### config.mk
export PLATFORM = sky130hd
export DESIGN_NAME = csc_config_regs
export DESIGN_NICKNAME = d
export VERILOG_FILES = /design/src/hdl/csc_pkg.sv /design/src/hdl/csc_config_regs.sv
export SDC_FILE = /design/constraint.sdc
export NUM_CORES = 1
export LEC_CHECK = 0
export ABC_AREA = 1
export BUFFER_PORTS_ARGS = -buffer_cell sky130_fd_sc_hd__buf_4
export CORE_MARGIN = 2
export CORE_UTILIZATION = 35
export CTS_CLUSTER_SIZE = 30
export DETAILED_ROUTE_END_ITERATION = 10
export SETUP_SLACK_MARGIN = 0.3
export SLEW_MARGIN = 10
export SYNTH_ARGS = -nofsm -noshare
export SYNTH_HDL_FRONTEND = slang
export SYNTH_SLANG_ARGS = --single-unit
### constraint.sdc
create_clock -name clk -period 3.1 [get_ports clk]
set_input_delay 0.155 -clock clk [delete_from_list [all_inputs] [get_ports clk]]
set_output_delay 0.155 -clock clk [all_outputs]
set_load 0.02 [all_outputs]
### src/hdl/csc_pkg.sv
package csc_pkg;
    // Page-relative byte offsets
    localparam logic [7:0] OFF_REVISION = 8'h00;
    localparam logic [7:0] OFF_PAGE = 8'h01;
    localparam logic [7:0] OFF_PART_LOW = 8'h02;
    localparam logic [7:0] OFF_PART_HIGH = 8'h03;
    localparam logic [7:0] OFF_GRADE = 8'h04;
    // Full 16-bit addresses (page in upper byte)
    localparam logic [15:0] ADDR_REVISION = 16'h0000;
    localparam logic [15:0] ADDR_PART_LOW = 16'h0002;
    localparam logic [15:0] ADDR_PART_HIGH = 16'h0003;
    localparam logic [15:0] ADDR_GRADE = 16'h0004;
    localparam logic [15:0] ADDR_IN_EN = 16'h0949;
    localparam logic [15:0] ADDR_ROUTE = 16'h094A;
    localparam logic [15:0] ADDR_DIV_CLK = 16'h0A03;
    localparam logic [15:0] ADDR_PI_BYP = 16'h0A04;
    localparam logic [15:0] ADDR_DIV_PWR = 16'h0A05;
    localparam logic [15:0] ADDR_LOS_GATE = 16'h0B46;
    localparam logic [15:0] ADDR_CAL = 16'h0B49;
    localparam logic [15:0] ADDR_DIV_GATE = 16'h0B4A;
    // Field positions
    localparam int ROUTE_LSB = 4;
    localparam int FB_GATE_BIT = 5;
    localparam int FB_CAL_GATE_BIT = 6;
    localparam int CAL_INH_LSB = 0;
    localparam int CAL_OVR_LSB = 2;
    // Reset values
    localparam logic [7:0] RST_PAGE = 8'h00;
    localparam logic [3:0] RST_IN_EN = 4'h0;
    localparam logic [2:0] RST_ROUTE = 3'h0;
    localparam logic [4:0] RST_DIV = 5'h00;
    localparam logic [3:0] RST_LOS_GATE = 4'h0;
    localparam logic [3:0] RST_CAL = 4'h0;
    localparam logic [6:0] RST_DIV_GATE = 7'h00;
    localparam logic [1:0] RST_SEL = 2'h0;

    typedef struct packed {
        logic [3:0] inputEnable;
        logic [2:0] routeToDetector;
        logic [2:0] detectorClockEnable;
        logic [4:0] dividerClock;
        logic [4:0] interpolatorBypass;
        logic [4:0] dividerPowerUp;
        logic [4:0] outputDividerClockGate;
        logic feedbackDividerClockGate;
        logic feedbackDividerCalGate;
        logic [3:0] signalLossClockGate;
        logic [1:0] calibrationInhibit;
        logic [1:0] calibrationOverride;
    } csc_ctrl_t;
endpackage

### src/hdl/csc_config_regs.sv
`timescale 1ns/100ps
`default_nettype none

// Notes on behaviour
// - Input enable bits switch each input
// - Routing bits gate clock inputs to detector
// - Input select picks the routed detector clock
// - Bypass bit skips divider phase interpolator
// - Zero in power field powers divider down
// - Bit 5 gates the feedback divider clock
// - Loss-detector clock gate stops detector when set
// - Page register at 0x01 on every page
// - Page register is eight bits wide
// - Two read-only bytes hold part number
// - Low nibble of address zero is revision
// - Read-only byte reports speed grade index
module csc_config_regs #(
    parameter logic [3:0] REVISION = 4'h0,    // Arbitrary value
    parameter logic [15:0] PART_NUMBER = 16'h1234, // Arbitrary value
    parameter logic [7:0] GRADE_CODE = 8'h00  // Arbitrary value
) (
    input wire logic clk,
    input wire logic rst,
    input wire logic regWrite,
    input wire logic regRead,
    input wire logic [7:0] regOffset,
    input wire logic [7:0] regWriteData,
    input wire logic [1:0] inputSelect,
    output logic [7:0] regReadData,
    output logic [7:0] currentPage,
    output csc_pkg::csc_ctrl_t ctrl
);
    logic [15:0] fullAddr;
    logic [3:0] inputEnable;
    logic [2:0] routeToDetector;
    logic [4:0] dividerClock;
    logic [4:0] interpolatorBypass;
    logic [4:0] dividerPowerUp;
    logic [3:0] signalLossClockGate;
    logic [3:0] calibration;
    logic [6:0] dividerGates;
    logic [1:0] selectedInput;
    logic [7:0] next_readData;

    // Page byte above host offset forms the register address
    assign fullAddr = {currentPage, regOffset};

    function automatic logic hit(input logic [15:0] a, input logic [15:0] target);
        hit = (a == target);
    endfunction

    // Page register answers at offset 0x01 whatever the page
    always_ff @(posedge clk or posedge rst)
    begin
        if (rst)
            currentPage <= csc_pkg::RST_PAGE;
        else if (regWrite && regOffset == csc_pkg::OFF_PAGE)
            currentPage <= regWriteData;
    end

    // Identification addresses have no write path at all
    logic fieldWriteOk;
    assign fieldWriteOk = regWrite && regOffset != csc_pkg::OFF_PAGE;

    always_ff @(posedge clk or posedge rst)
    begin
        if (rst)
            inputEnable <= csc_pkg::RST_IN_EN;
        else if (fieldWriteOk && hit(fullAddr, csc_pkg::ADDR_IN_EN))
            inputEnable <= regWriteData[3:0];
    end

    always_ff @(posedge clk or posedge rst)
    begin
        if (rst)
            routeToDetector <= csc_pkg::RST_ROUTE;
        else if (fieldWriteOk && hit(fullAddr, csc_pkg::ADDR_ROUTE))
            routeToDetector <= regWriteData[csc_pkg::ROUTE_LSB +: 3];
    end

    always_ff @(posedge clk or posedge rst)
    begin
        if (rst)
            dividerClock <= csc_pkg::RST_DIV;
        else if (fieldWriteOk && hit(fullAddr, csc_pkg::ADDR_DIV_CLK))
            dividerClock <= regWriteData[4:0];
    end

    always_ff @(posedge clk or posedge rst)
    begin
        if (rst)
            interpolatorBypass <= csc_pkg::RST_DIV;
        else if (fieldWriteOk && hit(fullAddr, csc_pkg::ADDR_PI_BYP))
            interpolatorBypass <= regWriteData[4:0];
    end

    always_ff @(posedge clk or posedge rst)
    begin
        if (rst)
            dividerPowerUp <= csc_pkg::RST_DIV;
        else if (fieldWriteOk && hit(fullAddr, csc_pkg::ADDR_DIV_PWR))
            dividerPowerUp <= regWriteData[4:0];
    end

    always_ff @(posedge clk or posedge rst)
    begin
        if (rst)
            signalLossClockGate <= csc_pkg::RST_LOS_GATE;
        else if (fieldWriteOk && hit(fullAddr, csc_pkg::ADDR_LOS_GATE))
            signalLossClockGate <= regWriteData[3:0];
    end

    // Stored as written; keeping these low is left to software
    always_ff @(posedge clk or posedge rst)
    begin
        if (rst)
            calibration <= csc_pkg::RST_CAL;
        else if (fieldWriteOk && hit(fullAddr, csc_pkg::ADDR_CAL))
            calibration <= regWriteData[3:0];
    end

    // A set gate bit stops a clock, so reset leaves every clock running
    always_ff @(posedge clk or posedge rst)
    begin
        if (rst)
            dividerGates <= csc_pkg::RST_DIV_GATE;
        else if (fieldWriteOk && hit(fullAddr, csc_pkg::ADDR_DIV_GATE))
            dividerGates <= regWriteData[6:0];
    end

    // Select is an external strap level; synchronise before use
    // Only the second flop is read: the first may still be settling
    logic [1:0] selMeta;
    always_ff @(posedge clk or posedge rst)
    begin
        if (rst)
            selMeta <= csc_pkg::RST_SEL;
        else
            selMeta <= inputSelect;
    end

    always_ff @(posedge clk or posedge rst)
    begin
        if (rst)
            selectedInput <= csc_pkg::RST_SEL;
        else
            selectedInput <= selMeta;
    end

    // Read mux; unmapped addresses read zero
    always_comb
    begin
        next_readData = 8'h00;
        if (regOffset == csc_pkg::OFF_PAGE)
        begin
            next_readData = currentPage;
        end
        else
        begin
            // Offset 0x01 never gets here, whatever the page
            unique case (fullAddr)
                csc_pkg::ADDR_REVISION:
                begin
                    next_readData = {4'h0, REVISION};
                end
                csc_pkg::ADDR_PART_LOW:
                begin
                    next_readData = PART_NUMBER[7:0];
                end
                csc_pkg::ADDR_PART_HIGH:
                begin
                    next_readData = PART_NUMBER[15:8];
                end
                csc_pkg::ADDR_GRADE:
                begin
                    next_readData = GRADE_CODE;
                end
                csc_pkg::ADDR_IN_EN:
                begin
                    next_readData = {4'h0, inputEnable};
                end
                csc_pkg::ADDR_ROUTE:
                begin
                    next_readData = {1'b0, routeToDetector, 4'h0};
                end
                csc_pkg::ADDR_DIV_CLK:
                begin
                    next_readData = {3'h0, dividerClock};
                end
                csc_pkg::ADDR_PI_BYP:
                begin
                    next_readData = {3'h0, interpolatorBypass};
                end
                csc_pkg::ADDR_DIV_PWR:
                begin
                    next_readData = {3'h0, dividerPowerUp};
                end
                csc_pkg::ADDR_LOS_GATE:
                begin
                    next_readData = {4'h0, signalLossClockGate};
                end
                csc_pkg::ADDR_CAL:
                begin
                    next_readData = {4'h0, calibration};
                end
                csc_pkg::ADDR_DIV_GATE:
                begin
                    next_readData = {1'b0, dividerGates};
                end
                default:
                begin
                    next_readData = 8'h00;
                end
            endcase
        end
    end

    // Read data holds between reads so the host may sample late
    always_ff @(posedge clk or posedge rst)
    begin
        if (rst)
            regReadData <= 8'h00;
        else if (regRead)
            regReadData <= next_readData;
    end

    // Control outputs registered from the fields, one process per ctrl member, one per bit of detectorClockEnable
    always_ff @(posedge clk or posedge rst)
    begin
        if (rst)
            ctrl.inputEnable <= csc_pkg::RST_IN_EN;
        else
            ctrl.inputEnable <= inputEnable;
    end

    always_ff @(posedge clk or posedge rst)
    begin
        if (rst)
            ctrl.routeToDetector <= csc_pkg::RST_ROUTE;
        else
            ctrl.routeToDetector <= routeToDetector;
    end

    // Only a routed, enabled clock input may reach the detector
    for (genvar i = 0; i < 3; i++)
    begin : gDetector
        always_ff @(posedge clk or posedge rst)
        begin
            if (rst)
                ctrl.detectorClockEnable[i] <= 1'b0;
            else
                ctrl.detectorClockEnable[i] <= routeToDetector[i] && inputEnable[i]
                    && selectedInput == 2'(i);
        end
    end

    always_ff @(posedge clk or posedge rst)
    begin
        if (rst)
            ctrl.dividerClock <= csc_pkg::RST_DIV;
        else
            ctrl.dividerClock <= dividerClock;
    end

    always_ff @(posedge clk or posedge rst)
    begin
        if (rst)
            ctrl.interpolatorBypass <= csc_pkg::RST_DIV;
        else
            ctrl.interpolatorBypass <= interpolatorBypass;
    end

    always_ff @(posedge clk or posedge rst)
    begin
        if (rst)
            ctrl.dividerPowerUp <= csc_pkg::RST_DIV;
        else
            ctrl.dividerPowerUp <= dividerPowerUp;
    end

    always_ff @(posedge clk or posedge rst)
    begin
        if (rst)
            ctrl.outputDividerClockGate <= csc_pkg::RST_DIV_GATE[4:0];
        else
            ctrl.outputDividerClockGate <= dividerGates[4:0];
    end

    // Feedback gates share one byte with the output divider gates
    always_ff @(posedge clk or posedge rst)
    begin
        if (rst)
            ctrl.feedbackDividerClockGate <= csc_pkg::RST_DIV_GATE[csc_pkg::FB_GATE_BIT];
        else
            ctrl.feedbackDividerClockGate <= dividerGates[csc_pkg::FB_GATE_BIT];
    end

    always_ff @(posedge clk or posedge rst)
    begin
        if (rst)
            ctrl.feedbackDividerCalGate <= csc_pkg::RST_DIV_GATE[csc_pkg::FB_CAL_GATE_BIT];
        else
            ctrl.feedbackDividerCalGate <= dividerGates[csc_pkg::FB_CAL_GATE_BIT];
    end

    always_ff @(posedge clk or posedge rst)
    begin
        if (rst)
            ctrl.signalLossClockGate <= csc_pkg::RST_LOS_GATE;
        else
            ctrl.signalLossClockGate <= signalLossClockGate;
    end

    always_ff @(posedge clk or posedge rst)
    begin
        if (rst)
            ctrl.calibrationInhibit <= csc_pkg::RST_CAL[csc_pkg::CAL_INH_LSB +: 2];
        else
            ctrl.calibrationInhibit <= calibration[csc_pkg::CAL_INH_LSB +: 2];
    end

    always_ff @(posedge clk or posedge rst)
    begin
        if (rst)
            ctrl.calibrationOverride <= csc_pkg::RST_CAL[csc_pkg::CAL_OVR_LSB +: 2];
        else
            ctrl.calibrationOverride <= calibration[csc_pkg::CAL_OVR_LSB +: 2];
    end
endmodule // csc_config_regs

`default_nettype wire

==> impl_results.md, run 1 <==
* Final hold viol count at 0
* Core ar. at 10790 µm²
* Number of global-route vias before repair at 2776
* Synth top area share at 0.6291
* Sw Pwr at 539.9 µW
* CTS tree: yes
* DP Area at 4584 µm²
* Avg Inst Size Synth at 10.15 µm²
* Die height at 109 µm
* Max clock buf depth at 2
* Synthesized area at 3859 µm²
* Outcome: completed
* Startpoint types: flip-flop
* Sw Share at 0.2446
* Antenna violations before repair at 0
* Sequential share of the synthesized area at 0.6291
* Hold depth at 3
* Total grt overflow at 0
* Die area at 11880 µm²
* GRT Overall Usage at 0.1685
* CTS root buf: clkbuf_8
* Rel. slew slack at 0.4075
* Post-Layout Cell Count at 613
* Routed wire length at 9430 µm
* Pwr dens at 460.3 nW/µm²
* Global-route wire length before repair at 14770 µm
* WS Path Type: flip-flop to flip-flop
* Vias/cell at 4.705
* Power share of the sequential group at 0.586
* Hold Path Class: input port to flip-flop
* RR Startpoint: currentPage[7]
* RSZ-0062 raised after global routing: false
* Top-count cell post-synth: dfrtp_1
* Reg2Reg Depth at 6
* Port Buffer Count at 77
* Starting DRT DRC Count at 186
* Reg2reg setup slack at 1290 ps
* Clock Latency Late Sink at 360 ps
* Hold endpoint: dividerGates[5]
* CTS H-tree depth at 3
* CP max FO at 16
* Synth area leaders: dfrtp_1 63%, nand2_1 5.9%, nor2_1 5.1%
* Max Clock Freq at 552.8 MHz
* Peak supply drop at 175.3 µV
* Leak Pwr at 2.406 nW
* Die W at 109 µm
* Post-Syn Instances at 380
* R2R Path End: dividerPowerUp[0]
* Slew Limit Fails at 0
* Dominant synthesized flop cell: dfrtp_1
* TNS Setup at 0 ps
* Placer Congestion at 0.9055
* Post-DRT Antenna Nets at 0
* Clock sinks at 97
* Ys async rst share at 1.000
* Syn. warnings at 0
* Comb power frac at 0.071
* Drt drc at 0
* Final setup vio count at 0
* Design area at 4796 µm²
* Drt pass-1 iters at 4
* CTS Buf Count at 9
* Crit path required time at 3330 ps
* Syn nets at 402
* Post-CTS sizing at 0
* Placed cell count at 594
* HPWL after detailed placement at 6866 µm
* Final period utilization at 0.5835
* Max Cap Viol at 0
* Vias after detailed routing at 2884
* Fillers at 1030
* Most frequent cells after synthesis: 97 x dfrtp_1, 61 x nand2_1, 52 x nor2_1
* Share of cells above drive strength 1 at 0.2854
* Worst EP arrival at 2040 ps
* Clk network pwr share at 0.343
* Clk pin slew, worst setup/hold paths at 90 ps
* I/O pins at 78
* Count of flip-flops with a built-in enable after synthesis at 0
* Largest net degree at the start of global routing at 53
* Clk_skew at 11.01 ps
* Internal at 1.668 mW
* Synth area leader: dfrtp_1
* Starting Density at 0.3575
* Area Overhead vs Synth at 24.29%
* Core Util, Final at 0.4444
* Synthesis-stage register bit count at 97
* Min-delay src: regWriteData[5]
* Distinct cells, synth at 29
* Period minus WS final at 1809 ps
* Critical path endpoint category: flip-flop
* Nets at 490
* DR WL/cell at 15.38 µm
* Antenna diodes at 0
* Tightest Pin Transition at 888.7 ps
* # rows at 38
* Total power at 2.208 mW
-- registers in the layout, indices dropped and copies added, names as in the netlist, 5 cells and up --
register            count
ctrl                   40
currentPage             8
regReadData             8
dividerGates            7
dividerClock            5
dividerPowerUp          5
interpolatorBypass      5
-- layout by cell type (no fill, tap or decap) --
cell | synthesis | final
dfrtp_1 | 97 | 97
buf_4 | 2 | 79
nand2_1 | 61 | 61
nor2_1 | 52 | 52
inv_1 | 36 | 35
nand3_1 | 31 | 31
a21oi_1 | 27 | 27
o21ai_0 | 22 | 22
clkbuf_8 | 0 | 11
nor2_4 | 9 | 9
nor2_2 | 8 | 8
clkinv_2 | 0 | 4
or2_2 | 4 | 4
nand2_2 | 3 | 3
a21oi_2 | 3 | 3
o21ai_2 | 3 | 3
o21ai_1 | 3 | 3
nor3_1 | 3 | 3
dlygate4sd3_1 | 0 | 3
nor2_8 | 2 | 2
mux2_2 | 2 | 2
nand4_1 | 2 | 2
clkinvlp_4 | 0 | 2
nand2_4 | 1 | 1
inv_2 | 1 | 1
inv_4 | 1 | 1
nand2_8 | 1 | 1
nand4_4 | 1 | 1
nor4_1 | 1 | 1
o22ai_1 | 1 | 1
-- layer usage --
layer  up-vias  global-route usage  part of all wire
met1      1394              0.2347              0.46
li1       1395                   -                 -
met4         0             0.05586             0.015
met3        12             0.04722             0.063
met5         -                   0                 0
met2        83              0.2538              0.46
-- worst max-delay path, cell delays in order (launching register included) --
cell and delay (ps):
dfrtp_1 410, nor2_1 110, nand2_1 180, nor2_4 380, nand2_1 190, nor2_4 270, o21ai_0 130
-- area by class of cell --
type / instances / area, µm² / share of cell area
repair buffers: 82 / 623.1 / 0.1299
inverters: 38 / 146.4 / 0.03052
flip-flops and latches: 97 / 2427 / 0.5061
clock buffers: 11 / 151.4 / 0.03157
multi-input cells: 240 / 1242 / 0.2591
clock inverters: 5 / 30.03 / 0.006261
well taps: 140 / 175.2 / 0.03652
-- how the worst max path moves through the flow --
stage               slack, ps  cells past startpoint            from           endpoint
floorplan                 410                      1             rst     calibration[0]
global placement         1400                      6  currentPage[7]  dividerPowerUp[0]
detailed placement       1330                      9  currentPage[7]     regReadData[0]
CTS                      1310                      6  currentPage[7]  dividerPowerUp[0]
global route             1140                      7  currentPage[7]  dividerPowerUp[2]
finish                   1290                      6  currentPage[7]  dividerPowerUp[0]
-- power by group through the flow --
stage               Clock (mW)  Sequential (mW)  Combinational (mW)
floorplan                    0             1.33              0.0648
finish                   0.757             1.29               0.157
detailed placement           0             1.32               0.157
global route             0.836             1.30               0.174
global placement             0             1.32               0.156
CTS                      0.773             1.29               0.161
-- through the flow --
| stage | hold WS, ps | setup slack [ps] |
|---|---|---|
| finish | 19.79 | 1291 |
| detailed placement | 271.1 | 1331 |
| global route | 4.636 | 1140 |
| global placement | 267.0 | 1400 |
| floorplan | 186.4 | 411.3 |
| CTS | 9.006 | 1308 |
-- logic make-up after synthesis --
kind of cell / count (synthesis) / share of synthesized area
buf+inv: 43 / 0.04896
simple gates: 179 / 0.2335
flops: 97 / 0.6291
compound gates: 59 / 0.08269
mux: 2 / 0.005836
-- repair_timing --
| item | CTS | global route |
|---|---|---|
| setup buffers | 0 | 0 |
| hold buffers | 3 | 0 |
| endpoints found under the hold margin | 52 | 0 |
(Power assumes the default switching activity.)
==> inputs of run 2 (changes only) <==
--- a/config.mk
+++ b/config.mk
@@ -5,7 +5,7 @@
 export SDC_FILE = /design/constraint.sdc
 export NUM_CORES = 1
 export LEC_CHECK = 0
-export ABC_AREA = 1
+export ABC_AREA = 0
 export BUFFER_PORTS_ARGS = -buffer_cell sky130_fd_sc_hd__buf_4
 export CORE_MARGIN = 2
 export CORE_UTILIZATION = 35
==> constraint.sdc (replaced) <==
create_clock -name clk -period 1.6 [get_ports clk]
set_input_delay 0.08 -clock clk [delete_from_list [all_inputs] [get_ports clk]]
set_output_delay 0.08 -clock clk [all_outputs]
set_load 0.02 [all_outputs]
==> run 2 against run 1 <==
  * The flow now finishes with violations (negative setup slack)
  * Wire length increased by 7.8%
  * Synthesized area shrank 2.7%
  * Flip-flop and latch count unchanged
  * Worst hold slack better by 23 ps
  * Via count is 4.0% lower
  * Sequential power rose by 94%
  * Worst setup slack got worse by 1900 ps
  * Non-clock buffer count up 69
  * Clock skew fell by 0.69 ps
  * Clock-buffer cell count increased by 2
  * Combinational power rose to 3.3 times the previous value
  * Core utilization rose by 10 points
  * Largest power group unchanged
==> impl_results.md, run 2 <==
* Outcome: finished, violations left
* Failing checks: negative setup slack
* Final setup vio count at 44 (+44)
* CTS Buf Count at 9 (unchanged)
* Max reg flops at 40 (unchanged)
* Most flops, register: ctrl
* Dominant synthesized flop cell: dfrtp_1
* Starting DRT DRC Count at 109 (-41%)
* Synthesized area at 3755 µm² (-2.7%)
* Met1 WL at 4525 µm (+4.0%)
* Area Overhead vs Synth at 50.42%
* Count of flip-flops with a built-in enable after synthesis at 0 (unchanged)
* DR WL/cell at 18.25 µm (+19%)
* RR Startpoint: currentPage[4]
* Syn. warnings at 0 (unchanged)
* Crit path required time at 1840 ps (-1490 ps)
* Post-Syn Instances at 261 (-31%)
* Die area at 11570 µm² (-2.6%)
* Die height at 107.6 µm (-1.3%)
* CTS H-tree depth at 3 (unchanged)
* I/O pins at 78 (unchanged)
* Number of global-route vias before repair at 2791 (+0.54%)
* Syn nets at 283 (-30%)
* Max layer used: met4
* Hold Path Class: input port to flip-flop
* Most frequent cells after synthesis: 97 x dfrtp_1, 46 x mux2_2, 11 x nor3_1
* Synth top area share at 0.6465 (+0.01740)
* Global-route wire length before repair at 15890 µm (+7.6%)
* Vias after detailed routing at 2769 (-4.0%)
* Power share of the sequential group at 0.562 (-0.024)
* Drt drc at 0 (unchanged)
* Placer Congestion at 0.8846 (-2.3%)
* Commonest non-fill, non-tap cell in the layout: buf_4
* # rows at 37 (-2.6%)
* Most frequent cells in the layout: 123 x buf_4, 95 x dfrtp_1, 27 x mux2_4
* Min-delay src: regWriteData[4]
* Largest net degree at the start of global routing at 98 (+85%)
* Pwr dens at 786.4 nW/µm² (+71%)
* Top-count cell post-synth: dfrtp_1
* HPWL after detailed placement at 7109 µm (+3.5%)
* Drt pass-1 iters at 5 (+1)
* Total power at 4.441 mW (+100%)
* Synth area leaders: dfrtp_1 65%, mux2_2 14%, mux2_4 2.0%
* Port Buffer Count at 77 (unchanged)
* Peak supply drop at 518.2 µV (+200%)
* GRT Overall Usage at 0.1832 (+0.01474)
* Max Clock Freq at 456.3 MHz (-17%)
* Synthesis-stage register bit count at 97 (unchanged)
* Nets at 439 (-10%)
* RSZ-0062 raised after global routing: true
* Final hold viol count at 0 (unchanged)
* Top Registers: ctrl x40, currentPage x8, regReadData x8
* Setup crit start: currentPage[4]
* Startpoint types: flip-flop
* Antenna diodes at 0 (unchanged)
* DR WL met3 at 536 µm (-10%)
* Final period utilization at 1.370 (+0.7863)
* Period minus WS final at 2192 ps (+382.9 ps)
* Sequential share of the synthesized area at 0.6465 (+0.01740)
* Critical path endpoint category: flip-flop
* Starting Density at 0.3621 (+0.004566)
* Setup WS pre-CTS at -743.2 ps (-2075 ps)
* CTS root buf: clkbuf_8
* Avg Inst Size Synth at 14.39 µm² (+42%)
* Worst EP arrival at 2440 ps (+400 ps)
* Slew Limit Fails at 0 (unchanged)
* Sw Share at 0.2413 (-0.003335)
* Internal at 3.370 mW (+100%)
* DR WL met2 at 4967 µm (+15%)
* Share of cells above drive strength 1 at 0.5938 (+0.3084)
* Max Cap Viol at 0 (unchanged)
* Setup ws final at -591.7 ps (-1883 ps)
* Vias/cell at 4.971 (+5.7%)
* Total grt overflow at 0 (unchanged)
* Max clock buf depth at 2 (unchanged)
* Clk pin slew, worst setup/hold paths at 90 ps (about the same)
* Clk_skew at 10.32 ps (-0.6944 ps)
* Clock sinks at 97 (unchanged)
* Synth area leader: dfrtp_1
* Rel. slew slack at 0.6662 (+0.2586)
* Post-DRT Antenna Nets at 0 (unchanged)
* CP max FO at 5 (-11)
* Antenna violations before repair at 0 (unchanged)
* Sw Pwr at 1.072 mW (+98%)
* Clock Latency Late Sink at 350 ps (about the same)
* Comb power frac at 0.116 (+0.045)
* Distinct cells, synth at 43 (+48%)
* Leak Pwr at 2.777 nW (+15%)
* Die W at 107.6 µm (-1.3%)
* Routed wire length at 10160 µm (+7.8%)
* Core ar. at 10370 µm² (-3.9%)
* WS Path Type: flip-flop to flip-flop
* CTS tree: yes
* Clk network pwr share at 0.322 (-0.021)
* Ys async rst share at 1.000 (unchanged)
* Tightest Pin Transition at 500.8 ps (-388.0 ps)
==> run 2: kinds of logic after synthesis <==
kind of cell / count (synthesis) / synth area share
flops: 97 / 0.6465
simple gates: 70 / 0.1226
mux: 54 / 0.1659
compound gates: 25 / 0.04865
buf+inv: 15 / 0.01633
==> run 2: path summary, 6_finish.rpt <==
check                      slack [ps]                    end  depth (start not counted)
max in group asynchronous         770         currentPage[4]                          4
min reg2reg                       360       selectedInput[1]                          0
max reg2reg                      -590  interpolatorBypass[3]                          5
min in group asynchronous         430               ctrl[20]                          4
max                              -590  interpolatorBypass[3]                          5
min                                40      dividerPowerUp[4]                          2
==> run 2: layout make-up <==
class / count / area [µm²]
Inverter: 9 / 37.54
Sequential cell: 97 / 2430
Multi-Input combinational cell: 149 / 1577
Tap cell: 136 / 170.2
Timing Repair Buffer: 151 / 1261
Clock buffer: 13 / 158.9
Clock inverter: 2 / 13.76
Fill cell: 889 / 4722
==> run 2: per-layer routing <==
metal,global-route usage,vias to the layer above
li1,-,1276
met1,0.2542,1393
met2,0.2902,88
met3,0.04298,12
met4,0.04670,0
met5,0,-
==> run 2: power by group through the flow <==
| stage | Combinational [mW] | Sequential, mW | Clock (mW) |
|---|---|---|---|
| final | 0.516 | 2.50 | 1.43 |
| after global routing | 0.554 | 2.50 | 1.58 |
| after CTS | 0.465 | 2.49 | 1.47 |
| after detailed placement | 0.407 | 2.54 | 0 |
| after global placement | 0.406 | 2.54 | 0 |
| after floorplan | 0.140 | 2.57 | 0 |
==> run 2: per-stage QoR <==
stage	setup TNS, ps	utilization	instance area (µm²)	std cells	hold slack, ps
3_5_place_dp	-25320	0.4737	4912	520	190.6
6_report	-18230	0.5446	5648	557	43.03
5_1_grt	-22020	0.5446	5648	557	33.31
4_1_cts	-17890	0.5216	5409	546	34.82
2_1_floorplan	-21980	-	3801	261	111.4
3_3_place_gp	-24760	0.4737	4912	520	189.8
==> run 2: timing repair <==
item	4_1_cts	5_1_grt
resized for setup	49	30
endpoints found under the setup margin	53	52
hold endpoints to repair	106	0
pin swaps	16	20
hold buffers	6	0
setup buffers	5	11
==> run 2: critical path: stages (launching register included) <==
cell and delay [ps]:
dfrtp_2 410, or4_4 570, or4_4 440, nor3b_4 190, buf_6 150, mux2_2 320
==> inputs of run 3 (changes only) <==
==> constraint.sdc (replaced) <==
create_clock -name clk -period 2.35 [get_ports clk]
set_input_delay 0.1175 -clock clk [delete_from_list [all_inputs] [get_ports clk]]
set_output_delay 0.1175 -clock clk [all_outputs]
set_load 0.02 [all_outputs]
==> run 3 against run 2 <==
  * Cell count is 5.6% lower
  * Via count is 4.1% lower
  * Critical path depth is the same
  * Largest cell class unchanged
  * Highest routed layer unchanged
  * Register-to-register slack improved by 680 ps
  * The run now ends clean
  * Critical endpoint unchanged
==> impl_results.md, run 3 (synthesis results as in run 2) <==
* Outcome: completed
* CP max FO at 5 (unchanged)
* Crit path required time at 2590 ps (+750 ps)
* Commonest non-fill, non-tap cell in the layout: buf_4
* Final period utilization at 0.9635 (-0.4063)
* Max Clock Freq at 441.7 MHz (-3.2%)
* Max Cap Viol at 0 (unchanged)
* Antenna diodes at 0 (unchanged)
* Max reg flops at 40 (unchanged)
* CTS Buf Count at 9 (unchanged)
* TNS Setup at 0 ps (+18230 ps)
* Number of global-route vias before repair at 2594 (-7.1%)
* Slew Limit Fails at 0 (unchanged)
* Min-delay src: regWriteData[6]
* Drt pass-1 iters at 4 (-1)
* Antenna violations before repair at 0 (unchanged)
* Top Registers: ctrl x40, currentPage x8, regReadData x8
* M3 GR Usage at 0.03632 (-0.006659)
* Worst EP arrival at 2510 ps (+70 ps)
* CTS tree: yes
* Setup crit start: currentPage[5]
* Nets at 407 (-7.3%)
* Fillers at 930 (+4.6%)
* I/O pins at 78 (unchanged)
* Most frequent cells in the layout: 106 x buf_4, 95 x dfrtp_1, 41 x mux2_2
* GR Util met2 at 0.2713 (-0.01887)
* Total grt overflow at 0 (unchanged)
* Global-route wire length before repair at 15320 µm (-3.6%)
* Placed cell count at 498 (-4.2%)
* Met1 Use GR at 0.2615 (+0.007291)
* Area Overhead vs Synth at 38.42%
* Critical path endpoint category: flip-flop
* Final setup vio count at 0 (-100%)
* RR Startpoint: currentPage[5]
* Pwr dens at 605.3 nW/µm² (-23%)
* Most flops, register: ctrl
* Rel. slew slack at 0.6034 (-0.06274)
* Setup WS pre-CTS at -21.45 ps (+721.7 ps)
* Largest net degree at the start of global routing at 49 (-50%)
* Die area at 11570 µm² (unchanged)
* Leak Pwr at 2.560 nW (-7.8%)
* Clock sinks at 97 (unchanged)
* Hold Path Class: input port to flip-flop
* Peak supply drop at 375.4 µV (-28%)
* Post-DRT Antenna Nets at 0 (unchanged)
* Post-Layout Cell Count at 526 (-5.6%)
* Starting DRT DRC Count at 91 (-17%)
* Area occupied by multi-input gates at 1378 µm² (-13%)
* Busiest grt layer: met2
* Share of cells above drive strength 1 at 0.5256 (-0.06818)
* Starting Density at 0.3621 (unchanged)
* # rows at 37 (unchanged)
* Core Util, Final at 0.5012 (-0.04344)
* Tightest Pin Transition at 593.6 ps (+92.86 ps)
* Core ar. at 10370 µm² (unchanged)
* Final hold viol count at 0 (unchanged)
* CTS root buf: clkbuf_8
* Setup ws final at 85.80 ps (+677.5 ps)
* Startpoint types: flip-flop
* Clock Latency Late Sink at 360 ps (about the same)
* Drt drc at 0 (unchanged)
* FF+latch area at 2430 µm² (unchanged)
* Vias/cell at 5.049 (+1.6%)
* Die W at 107.6 µm (unchanged)
* Period minus WS final at 2264 ps (+72.51 ps)
* DR WL/cell at 18.88 µm (+3.5%)
* Routed wire length at 9931 µm (-2.3%)
* Placer Congestion at 0.8782 (-0.72%)
* Port Buffer Count at 77 (unchanged)
* Die height at 107.6 µm (unchanged)
* Vias after detailed routing at 2656 (-4.1%)
* GRT Overall Usage at 0.1822 (-0.001058)
* Total power at 3.146 mW (-29%)
* CTS H-tree depth at 3 (unchanged)
* HPWL after detailed placement at 7340 µm (+3.2%)
* Clk pin slew, worst setup/hold paths at 90 ps (about the same)
* Max clock buf depth at 2 (unchanged)
* WS Path Type: flip-flop to flip-flop
* RSZ-0062 raised after global routing: true
* Clk_skew at 9.644 ps (-0.6765 ps)
[run 3: cell count changes in the layout (fill, tap and decap cells not counted), sizes merged]
cell         change
clkinv           +1
bufinv           +2
dlygate4sd3      -1
buf             -31
clkbuf           -2
[run 3: per-stage QoR]
step | cell area (µm²) | hold slack (ps)
3_3_place_gp | 4753 | 216.0
4_1_cts | 5105 | 1.010
2_1_floorplan | 3789 | 148.9
3_5_place_dp | 4753 | 225.0
6_report | 5197 | 17.53
5_1_grt | 5197 | 7.503
[run 3: report_power, final]
part	switching (mW)	internal [mW]
clock	0.542	0.627
sequential	0.0122	1.69
combinational	0.159	0.120
[run 3: worst max-delay path, cell delays in order (launching register included)]
cell and delay (ps):
dfrtp_2 410, or4_4 580, or4_4 450, nor3b_4 240
buf_6 150, mux2_2 320
[run 3: layout make-up]
class	count	share of cell area
clock buffers	11	0.02720
multi-input cells	149	0.2650
clock inverters	5	0.01517
well taps	136	0.03274
repair buffers	119	0.1851
flip-flops and latches	97	0.4675
inverters	9	0.007222
[run 3: timing repair]
item / 4_1_cts / 5_1_grt
gates resized for setup: 9 / 14
setup buffers: 4 / 3
hold buffers: 5 / 0
setup endpoints to repair: 32 / 40
endpoints found under the hold margin: 28 / 0
pin swaps: 3 / 9
[run 3: worst paths after layout]
path | depth (start not counted) | slack (ps) | end
max | 5 | 90 | interpolatorBypass[3]
min | 2 | 20 | dividerGates[6]
max reg2reg | 5 | 90 | interpolatorBypass[3]
min reg2reg | 0 | 350 | selectedInput[0]
max in group asynchronous | 4 | 1240 | calibration[3]
min in group asynchronous | 3 | 390 | interpolatorBypass[1]
[run 3: routing by layer]
| layer | up-vias | routed length, µm |
|---|---|---|
| met5 | - | 0 |
| met4 | 0 | 180 |
| met3 | 12 | 502 |
| met2 | 86 | 4556 |
| met1 | 1338 | 4691 |
| li1 | 1220 | - |
